`src/verilog/idw_pkg.sv`:
```
// Shared constants, layouts and types of the deactivate-interrupt block
package idw_pkg;
    // ==========================================================
    // Written-word layout
    localparam int ID_W = 10;
    localparam int CPU_W = 3;
    localparam int CPU_LSB = 10;
    localparam logic [9:0] SPURIOUS_ID = 10'h3ff;
    localparam logic [9:0] SWINT_LAST_ID = 10'h00f;
    localparam int NUM_INT_DEF = 64;
    localparam int APR_COUNT = 4;
    localparam int SWINT_WORDS = 4;

    // ==========================================================
    // Register offsets (byte addresses, 4 KiB window)
    localparam logic [11:0] OFF_CTRL = 12'h000;
    localparam logic [11:0] OFF_DEACT = 12'h004;
    localparam logic [11:0] OFF_LAST = 12'h008;
    localparam logic [11:0] OFF_GROUP = 12'h080;
    localparam logic [11:0] OFF_SET_ACT = 12'h100;
    localparam logic [11:0] OFF_CLR_ACT = 12'h180;
    localparam logic [11:0] OFF_SET_SWINT = 12'h200;
    localparam logic [11:0] OFF_CLR_SWINT = 12'h210;
    localparam logic [11:0] OFF_APR = 12'h300;
    localparam logic [11:0] OFF_NSAPR = 12'h310;

    // ==========================================================
    // Control register fields and reset values
    localparam int CTRL_EOI_S_BIT = 0;
    localparam int CTRL_EOI_NS_BIT = 1;
    localparam int CTRL_ACK_BIT = 2;
    localparam logic [31:0] CTRL_MASK = 32'h0000_0007;
    localparam logic [31:0] CTRL_RESET = 32'h0000_0000;
    localparam logic [31:0] WORD_RESET = 32'h0000_0000;

    // ==========================================================
    // Types
    typedef struct packed {
        logic valid;
        logic nonsecure;
        logic [9:0] int_id;
        logic [2:0] src_cpu;
    } idw_dir_req_s;

    typedef struct packed {
        logic nonsec;
        logic [11:0] addr;
    } idw_phase_s;

    typedef enum logic [3:0] {
        BUS_IDLE = 4'b0001,
        BUS_WRITE = 4'b0010,
        BUS_READ_WAIT = 4'b0100,
        BUS_READ_DONE = 4'b1000
    } idw_bus_e;
endpackage : idw_pkg

```
`src/verilog/idw_dir_decode.sv`:
```
// Qualifies a deactivate write against split mode, security state and group
`timescale 1ns/1ps
module idw_dir_decode
    import idw_pkg::*;
#(
    parameter int NUM_INT = NUM_INT_DEF,
    parameter bit HAS_SECURITY = 1'b1
) (
    input wire idw_dir_req_s req,
    input wire logic split_eoi_mode_secure,
    input wire logic split_eoi_mode_nonsecure,
    input wire logic target_group1,
    output logic deact_en,
    output logic [9:0] deact_id,
    output logic [2:0] deact_cpu
);
    logic eff_nonsec;
    logic split_ok;
    logic group_ok;
    logic id_ok;

    // Without the security option every write acts as a secure one
    assign eff_nonsec = HAS_SECURITY && req.nonsecure;
    // The secure bit doubles as the plain split mode bit when unsecured
    assign split_ok = eff_nonsec ? split_eoi_mode_nonsecure : split_eoi_mode_secure;
    assign group_ok = !eff_nonsec || target_group1;
    // Spurious and unimplemented identifiers touch nothing
    assign id_ok = (req.int_id != SPURIOUS_ID) && (32'(req.int_id) < NUM_INT);
    // Mode-off writes are undefined; they are dropped here
    assign deact_en = req.valid && split_ok && group_ok && id_ok;
    assign deact_id = req.int_id;
    // Source field only has a meaning for software-generated interrupts
    assign deact_cpu = (req.int_id <= SWINT_LAST_ID) ? req.src_cpu : 3'h0;
endmodule : idw_dir_decode

```
`src/verilog/idw_active_bank.sv`:
```
// Active-state flags, one bit per interrupt, with no hidden state
`timescale 1ns/1ps
module idw_active_bank
    import idw_pkg::*;
#(
    parameter int NUM_INT = NUM_INT_DEF
) (
    input wire logic hclk,
    input wire logic hresetn,
    input wire logic [NUM_INT-1:0] set_vec,
    input wire logic [NUM_INT-1:0] clr_vec,
    input wire logic deact_en,
    input wire logic [9:0] deact_id,
    output logic [NUM_INT-1:0] active
);
    // ==========================================================
    // Per-interrupt flag; the bit is the whole state, so a save of
    // the set-active view followed by a write back restores it
    genvar gi;
    generate
        for (gi = 0; gi < NUM_INT; gi++) begin : g_bit
            always_ff @(posedge hclk or negedge hresetn) begin
                if (!hresetn) begin
                    active[gi] <= 1'b0;
                end else if (clr_vec[gi] || (deact_en && deact_id == 10'(gi))) begin
                    active[gi] <= 1'b0;
                end else if (set_vec[gi]) begin
                    active[gi] <= 1'b1;
                end
            end
        end
    endgenerate
endmodule : idw_active_bank

```
`src/verilog/idw_deactivate.sv`:
```
// AHB-Lite register block: deactivate path and active-state save/restore
// Operation
// - Split-mode deactivate write clears the named interrupt's active flag.
// - Unsecured build: write acts only while split mode bit is one.
// - Secured build: secure or nonsecure split bit, chosen by access, must be one.
// - Deactivate writes are accepted in any order.
// - Word holds identifier in bits 9:0, source processor in 12:10.
// - Source field counts only for software-generated interrupts, else zero.
// - Acknowledge-control bit has no effect on deactivation.
// - Unsecured build deactivates any group, like a secure write.
// - Secure write deactivates any group; nonsecure only group 1.
// - Set-active and clear-active arrays read and rewrite active state.
// - Saved set-active bits restore all active state.
// - Software-generated pending bits set and cleared individually.
// - Active-priority words of both groups are readable and writable.
//
// The address map and the AHB-Lite interface to the registers were chosen for this implementation.
`timescale 1ns/1ps
module idw_deactivate
    import idw_pkg::*;
#(
    parameter int NUM_INT = NUM_INT_DEF,
    parameter bit HAS_SECURITY = 1'b1
) (
    input wire logic hclk,
    input wire logic hresetn,
    input wire logic hsel,
    input wire logic [31:0] haddr,
    input wire logic [1:0] htrans,
    input wire logic hwrite,
    input wire logic [2:0] hsize,
    input wire logic hnonsec,
    input wire logic [31:0] hwdata,
    input wire logic hready,
    output logic hreadyout,
    output logic hresp,
    output logic [31:0] hrdata,
    output logic [NUM_INT-1:0] int_active,
    output logic [NUM_INT-1:0] int_group1,
    output logic [127:0] swint_pending,
    output logic ack_control
);
    localparam int NW = (NUM_INT + 31) / 32;

    // ==========================================================
    // Bus state
    idw_bus_e bus_reg;
    idw_bus_e bus_next;
    idw_phase_s phase_reg;
    logic accept;
    logic wr_en;
    logic eff_nonsec;

    // Only whole-word single transfers are expected; size is not checked
    assign accept = hsel && hready && htrans[1];
    assign hreadyout = (bus_reg != BUS_READ_WAIT);
    assign hresp = 1'b0;

    always_comb begin
        bus_next = BUS_IDLE;
        if (accept) begin
            bus_next = hwrite ? BUS_WRITE : BUS_READ_WAIT;
        end else if (bus_reg == BUS_READ_WAIT) begin
            bus_next = BUS_READ_DONE;
        end
    end

    always_ff @(posedge hclk or negedge hresetn) begin
        if (!hresetn) begin
            bus_reg <= BUS_IDLE;
        end else begin
            bus_reg <= bus_next;
        end
    end

    always_ff @(posedge hclk or negedge hresetn) begin
        if (!hresetn) begin
            phase_reg <= '0;
        end else if (accept) begin
            phase_reg.nonsec <= hnonsec && HAS_SECURITY;
            phase_reg.addr <= {haddr[11:2], 2'b00};
        end
    end

    assign wr_en = (bus_reg == BUS_WRITE);
    assign eff_nonsec = phase_reg.nonsec;

    // ==========================================================
    // Region decode
    logic hit_ctrl;
    logic hit_deact;
    logic hit_last;
    logic hit_group;
    logic hit_set_act;
    logic hit_clr_act;
    logic hit_set_swint;
    logic hit_clr_swint;
    logic hit_apr;
    logic hit_nsapr;
    logic [4:0] widx;
    logic [1:0] sidx;

    assign hit_ctrl = (phase_reg.addr == OFF_CTRL);
    assign hit_deact = (phase_reg.addr == OFF_DEACT);
    assign hit_last = (phase_reg.addr == OFF_LAST);
    assign hit_group = (phase_reg.addr[11:7] == OFF_GROUP[11:7]);
    assign hit_set_act = (phase_reg.addr[11:7] == OFF_SET_ACT[11:7]);
    assign hit_clr_act = (phase_reg.addr[11:7] == OFF_CLR_ACT[11:7]);
    assign hit_set_swint = (phase_reg.addr[11:4] == OFF_SET_SWINT[11:4]);
    assign hit_clr_swint = (phase_reg.addr[11:4] == OFF_CLR_SWINT[11:4]);
    // Priority words are secure-only in a secured build
    assign hit_apr = (phase_reg.addr[11:4] == OFF_APR[11:4]) && !eff_nonsec;
    assign hit_nsapr = (phase_reg.addr[11:4] == OFF_NSAPR[11:4]) && !eff_nonsec;
    assign widx = phase_reg.addr[6:2];
    assign sidx = phase_reg.addr[3:2];

    // ==========================================================
    // CPU interface control
    logic [31:0] ctrl_reg;

    always_ff @(posedge hclk or negedge hresetn) begin
        if (!hresetn) begin
            ctrl_reg <= CTRL_RESET;
        end else if (wr_en && hit_ctrl) begin
            if (eff_nonsec) begin
                ctrl_reg[CTRL_EOI_NS_BIT] <= hwdata[CTRL_EOI_NS_BIT];
            end else begin
                ctrl_reg <= hwdata & CTRL_MASK;
            end
        end
    end

    // Exported for the acknowledge logic; deactivation never reads it
    assign ack_control = ctrl_reg[CTRL_ACK_BIT];

    // ==========================================================
    // Group configuration, secure-only in a secured build
    logic [NW*32-1:0] group_reg;
    logic [NW*32-1:0] ns_mask;

    always_ff @(posedge hclk or negedge hresetn) begin
        if (!hresetn) begin
            group_reg <= '0;
        end else if (wr_en && hit_group && !eff_nonsec && 32'(widx) < NW) begin
            group_reg[widx*32 +: 32] <= hwdata;
        end
    end

    assign int_group1 = group_reg[NUM_INT-1:0];
    // Nonsecure accesses see and change only group 1 bits
    assign ns_mask = eff_nonsec ? group_reg : '1;

    // ==========================================================
    // Deactivate write
    idw_dir_req_s dir_req;
    logic deact_en;
    logic [9:0] deact_id;
    logic [2:0] deact_cpu;
    logic [NW*32-1:0] group_pad;

    assign group_pad = group_reg;
    // Reserved upper bits are ignored; any order of writes is taken
    assign dir_req.valid = wr_en && hit_deact;
    assign dir_req.nonsecure = eff_nonsec;
    assign dir_req.int_id = hwdata[ID_W-1:0];
    assign dir_req.src_cpu = hwdata[CPU_LSB +: CPU_W];

    idw_dir_decode #(
        .NUM_INT(NUM_INT),
        .HAS_SECURITY(HAS_SECURITY)
    ) u_decode (
        .req(dir_req),
        .split_eoi_mode_secure(ctrl_reg[CTRL_EOI_S_BIT]),
        .split_eoi_mode_nonsecure(ctrl_reg[CTRL_EOI_NS_BIT]),
        .target_group1(group_pad[dir_req.int_id[4:0] + 32 * 32'(dir_req.int_id[9:5]) < NW*32 ?
            32'(dir_req.int_id) : 0]),
        .deact_en(deact_en),
        .deact_id(deact_id),
        .deact_cpu(deact_cpu)
    );

    // Last effective deactivation, for software to inspect
    logic [31:0] last_reg;

    always_ff @(posedge hclk or negedge hresetn) begin
        if (!hresetn) begin
            last_reg <= WORD_RESET;
        end else if (deact_en) begin
            last_reg <= {19'h0, deact_cpu, deact_id};
        end
    end

    // ==========================================================
    // Active-state save and restore
    logic [NUM_INT-1:0] set_vec;
    logic [NUM_INT-1:0] clr_vec;

    genvar gw;
    generate
        for (gw = 0; gw < NUM_INT; gw++) begin : g_act
            assign set_vec[gw] = wr_en && hit_set_act && widx == 5'(gw / 32)
                && hwdata[gw % 32] && ns_mask[gw];
            assign clr_vec[gw] = wr_en && hit_clr_act && widx == 5'(gw / 32)
                && hwdata[gw % 32] && ns_mask[gw];
        end
    endgenerate

    idw_active_bank #(
        .NUM_INT(NUM_INT)
    ) u_active (
        .hclk(hclk),
        .hresetn(hresetn),
        .set_vec(set_vec),
        .clr_vec(clr_vec),
        .deact_en(deact_en),
        .deact_id(deact_id),
        .active(int_active)
    );

    // ==========================================================
    // Software-generated pending bits, one per identifier and source pair
    logic [127:0] swint_pend_reg;
    logic [31:0] swint_mask;

    // Each byte belongs to one identifier, so its group bit widens to the byte
    always_comb begin
        swint_mask = '1;
        for (int j = 0; j < 4; j++) begin
            swint_mask[j*8 +: 8] = {8{ns_mask[sidx*4 + j]}};
        end
    end

    always_ff @(posedge hclk or negedge hresetn) begin
        if (!hresetn) begin
            swint_pend_reg <= '0;
        end else if (wr_en && hit_set_swint) begin
            swint_pend_reg[sidx*32 +: 32] <= swint_pend_reg[sidx*32 +: 32]
                | (hwdata & swint_mask);
        end else if (wr_en && hit_clr_swint) begin
            swint_pend_reg[sidx*32 +: 32] <= swint_pend_reg[sidx*32 +: 32]
                & ~(hwdata & swint_mask);
        end
    end

    assign swint_pending = swint_pend_reg;

    // ==========================================================
    // Active-priority words for both groups
    logic [31:0] apr_reg [APR_COUNT];
    logic [31:0] nsapr_reg [APR_COUNT];

    always_ff @(posedge hclk or negedge hresetn) begin
        if (!hresetn) begin
            for (int i = 0; i < APR_COUNT; i++) begin
                apr_reg[i] <= WORD_RESET;
                nsapr_reg[i] <= WORD_RESET;
            end
        end else if (wr_en && hit_apr) begin
            apr_reg[sidx] <= hwdata;
        end else if (wr_en && hit_nsapr) begin
            nsapr_reg[sidx] <= hwdata;
        end
    end

    // ==========================================================
    // Read data, taken in the first data-phase cycle so that a write
    // just before is already visible; costs one wait state per read
    logic [31:0] rd_word;
    logic [NW*32-1:0] act_word;

    assign act_word = (NW*32)'(int_active) & ns_mask;

    always_comb begin
        rd_word = 32'h0000_0000;
        if (hit_ctrl) begin
            rd_word = eff_nonsec ? (ctrl_reg & (32'h1 << CTRL_EOI_NS_BIT)) : ctrl_reg;
        end else if (hit_last) begin
            rd_word = last_reg;
        end else if ((hit_set_act || hit_clr_act) && 32'(widx) < NW) begin
            rd_word = act_word[widx*32 +: 32];
        end else if (hit_group && !eff_nonsec && 32'(widx) < NW) begin
            rd_word = group_reg[widx*32 +: 32];
        end else if (hit_set_swint || hit_clr_swint) begin
            rd_word = swint_pend_reg[sidx*32 +: 32] & swint_mask;
        end else if (hit_apr) begin
            rd_word = apr_reg[sidx];
        end else if (hit_nsapr) begin
            rd_word = nsapr_reg[sidx];
        end
    end

    always_ff @(posedge hclk or negedge hresetn) begin
        if (!hresetn) begin
            hrdata <= WORD_RESET;
        end else if (bus_reg == BUS_READ_WAIT) begin
            hrdata <= rd_word;
        end
    end
endmodule : idw_deactivate

```
`config.mk`:
```
export PLATFORM = sky130hd
export DESIGN_NAME = idw_deactivate
export DESIGN_NICKNAME = d
export VERILOG_FILES = /design/src/verilog/idw_pkg.sv /design/src/verilog/idw_dir_decode.sv /design/src/verilog/idw_active_bank.sv /design/src/verilog/idw_deactivate.sv
export SDC_FILE = /design/constraint.sdc
export NUM_CORES = 1
export LEC_CHECK = 0
export BUFFER_PORTS_ARGS = -buffer_cell sky130_fd_sc_hd__buf_2
export CAP_MARGIN = 10
export CORE_MARGIN = 5
export CORE_UTILIZATION = 45
export CTS_CLUSTER_DIAMETER = 50
export DETAILED_ROUTE_END_ITERATION = 16
export GPL_TIMING_DRIVEN = 0
export PLACE_DENSITY = 0.7
export SYNTH_ARGS = -nofsm -noshare
export SYNTH_HDL_FRONTEND = slang
export SYNTH_SLANG_ARGS = --single-unit
```
`constraint.sdc`:
```
create_clock -name hclk -period 4.2 [get_ports hclk]
set_clock_uncertainty 0.15 [all_clocks]
set_input_delay 0.42 -clock hclk [delete_from_list [all_inputs] [get_ports hclk]]
set_output_delay 0.42 -clock hclk [all_outputs]
set_load 0.005 [all_outputs]
```
==> summary.txt <==
CTS
  • TritonCTS Buffers: 68
  • Clock transition at path regs: 0.06 ns
  • Clk Latency, worst-skew pair: 0.62 ns
  • H-tree depth: 3
  • Clk sinks: 575
  • Root Buffer: clkbuf_16
  • CTS tree: built
  • CTS Buffer Depth: 3

Worst setup path
  • FF-to-FF setup slack: between 0.04 and 0.05 ns
  • Critical Path AT: 4.49 ns
  • Slowest library cell on the worst path: a22oi_1
  • Slowest stage delay, CP: ~0.67 ns
  • Critical Path RT: ~4.5 ns
  • Crit path kind: reg -> reg
  • RR Endpoint: hrdata[27]
  • Worst R2R Start: phase_reg[2]
  • Worst setup endpoint: hrdata[27]
  • Setup crit end kind: flip-flop
  • Reg2Reg Depth: 9
  • Worst path cell trace: buf_2 > buf_2 > buf_1 > buf_8 > mux4_2 > a22oi_1 > o21ai_0 > a211oi_1 > o21ai_0
  • Startpoint type of the worst setup path: flip-flop
  • Crit path from: phase_reg[2]
  • Crit Path Max Fanout: 10

Yosys
  • Ys async rst share: 100%
  • Syn. warnings: 0
  • Cells after Synth: between 2,000 and 2,500
  • Synth cell types: 58
  • Synth area leaders: dfrtp_1 (51%), mux2_2 (12%), mux4_2 (8.2%)
  • Sequential element share of the synthesized area: 51.2%
  • Cell taking the most area after synthesis: dfrtp_1
  • Post-synth top area share: 51.1%
  • Most used DFF post-synth: dfrtp_1
  • EDFF count, synth: 0
  • Number of synthesized register bits: 575
  • Syn_nets: roughly 2,500
  • Avg Inst Size Synth: 11.5 um2
  • Mapped Area: about 0.028 mm2

Timing
  • Final Slew Violations: 0
  • Minimum clock period: 4.15 ns
  • Final hold vios: 0
  • Peak Freq: 0.241 GHz
  • Worst Max-Slew Pin Slew: 1.21 ns
  • Setup TNS: 0 ns
  • Relative slew slack: 19.2%
  • Final setup violation count: 0
  • Crit share post-route: 98.9%
  • Fin Hold WS: 0.111 ns

Routing
  • Wirelength, routed: between 100,000 and 150,000 um
  • First-pass DRT Iterations: 6
  • Drt initial violations: 3,421
  • Routed len/inst: about 32 um
  • Final ANT Viol Nets: 0
  • Routed via count: between 20,000 and 25,000
  • Detailed-route DRC error count: 0
  • Via/cell ratio: 6.51

Run status
  • Status: finished clean

Pwr
  • VDD IR max: 236 uV
  • Leakage: 16.0 nW
  • Pwr per Cell Area: 402 mW/mm2

Global routing
  • First-pass GRT wire length: 173,000 um
  • Initial antenna violation count: 8
  • Global Route Usage Sum: 35.0%
  • Vias in the first global route: 24,266
  • GRT Residual Overflow: 0
  • Largest net degree at the start of global routing: approximately 130

Final layout
  • Area Growth Syn to Fin: 19.9%
  • Layout cells sized above 1: 31.5%
  • Final Cell Area: 0.0337 mm2
  • Final Util: 54.5%
  • Final nets: 2,962

Place
  • DPL Wire Length: 91,500 um
  • Placer Congestion: 1.04
  • Area post-placement: roughly 0.031 mm2
  • Count of buffers from port buffering: 331

Die
  • Rows: just over 90
  • Die area: 0.0676 mm2
  • Die width: 260 um
  • Die height: around 260 um
  • Top-Level Pins: 366
  • Initial Util: 45.5%
  • CORE AREA: ~0.062 mm2

Flow run
  • Max-cap viol count: 0

Worst hold path
  • HP Class: in -> reg
-- layout make-up --
type                            count  area (um2)
Sequential cell                   575       14400
Clock buffer                       86        1850
Inverter                           10        45.0
Antenna cell                        5        12.5
Timing Repair Buffer              361        2050
Multi-Input combinational cell   1635       12800
Fill cell                        5279       28100
Tap cell                          837        1050
Clock inverter                     33         450
Buffer                            230        1030
-- kinds of logic after synthesis --
| logic type | synth area share [%] |
|---|---|
| AND/OR/NAND/NOR | 10.5 |
| flip-flops | 51.2 |
| AO/OA/AOI/OAI | 12.8 |
| multiplexers | 21.8 |
| buffers and inverters | 3.46 |
| adder cells (fa/ha/maj) | 0.267 |
| XOR/XNOR | 0.0623 |
| other | 0.0133 |
-- cell usage after synthesis (all sizes together), types with 44 or more instances --
cell      n
dfrtp   574
mux2    304
nand2   287
clkbuf  172
nor2    134
o21ai   111
a22o    107
mux4    102
a31oi    78
nand2b   70
o22ai    67
a21oi    63
buf      60
nand3    53
a22oi    44
-- worst min-delay path by stage --
stage / cells past startpoint / to / slack (ns) / from
floorplan: 0 / apr_reg[0] / -0.03 / hresetn
global placement: 1 / last_reg[4] / 0.32 / last_reg[4]
detailed placement: 1 / last_reg[2] / 0.33 / last_reg[2]
CTS: 2 / nsapr_reg[10] / 0.07 / hwdata[10]
global route: 2 / nsapr_reg[10] / 0.09 / hwdata[10]
finish: 2 / nsapr_reg[10] / 0.11 / hwdata[10]
-- worst max-delay path: cells and delay by family, from the launching register on --
family | cells | cell delay, ns
buffers and inverters | 4 | 1.65
AOI/OAI and AO/OA | 4 | 1.22
muxes | 1 | 0.55
DFF | 1 | 0.45
-- placed cells by master, fill, tap and decap left out, drive strengths merged, types with 4 or more instances in the layout --
cell type and n:
nand3 53, o22ai 67, bufinv 7, clkinvlp 6, a31oi 78, nand2 287
nand2b 70, dlygate4sd3 13, dfrtp 574, diode 5, a211oi 15, a221oi 8
and3 28, ha 6, nor4 8, o2111ai 4, a22o 107, mux2 304
o2bb2ai 4, o211ai 19, nor3 15, nor2 134, mux2i 40, mux4 102
a21oi 63, nor3b 5, buf 412, clkbuf 252, inv 15, or3 6
clkinv 15, a22oi 44, and2 10, nor2b 14, o21ai 111, a221o 4
-- power breakdown --
part	total (W)	switching [W]	leakage, nW	internal (W)
Combinational	0.00177	0.00125	7.31	0.000516
Clock	0.00611	0.00251	1.12	0.00360
Sequential	0.00567	0.0000868	7.58	0.00559
Total	0.0136	0.00385	16.0	0.00970
-- stage by stage --
step / setup WS [ns] / power [W] / std cells
floorplan: -0.0125 / 0.00661 / 2451
global placement: -8.93 / 0.00734 / 3619
detailed placement: -3.22 / 0.00738 / 3627
CTS: 0.0144 / 0.0135 / 3760
global route: -0.00272 / 0.0139 / 3770
finish: 0.0472 / 0.0136 / 3772
-- routing by layer --
metal,vias up,part of all wire [%],track usage (%)
li1,9894,-,-
met1,12513,38,46.3
met2,1758,45,53.8
met3,375,12,9.68
met4,8,5.6,16.3
met5,-,0.048,0
-- timing repair --
action | 4_1_cts | 5_1_grt
hold buffers | 13 | 0
cloned | 0 | 3
setup buffers | 2 | 3
pin swaps | 1 | 1
endpoints found under the setup margin | 432 | 104
gates resized for setup | 42 | 24
hold endpoints to repair | 109 | 0
No activity file was read; power rests on OpenSTA's default activity.
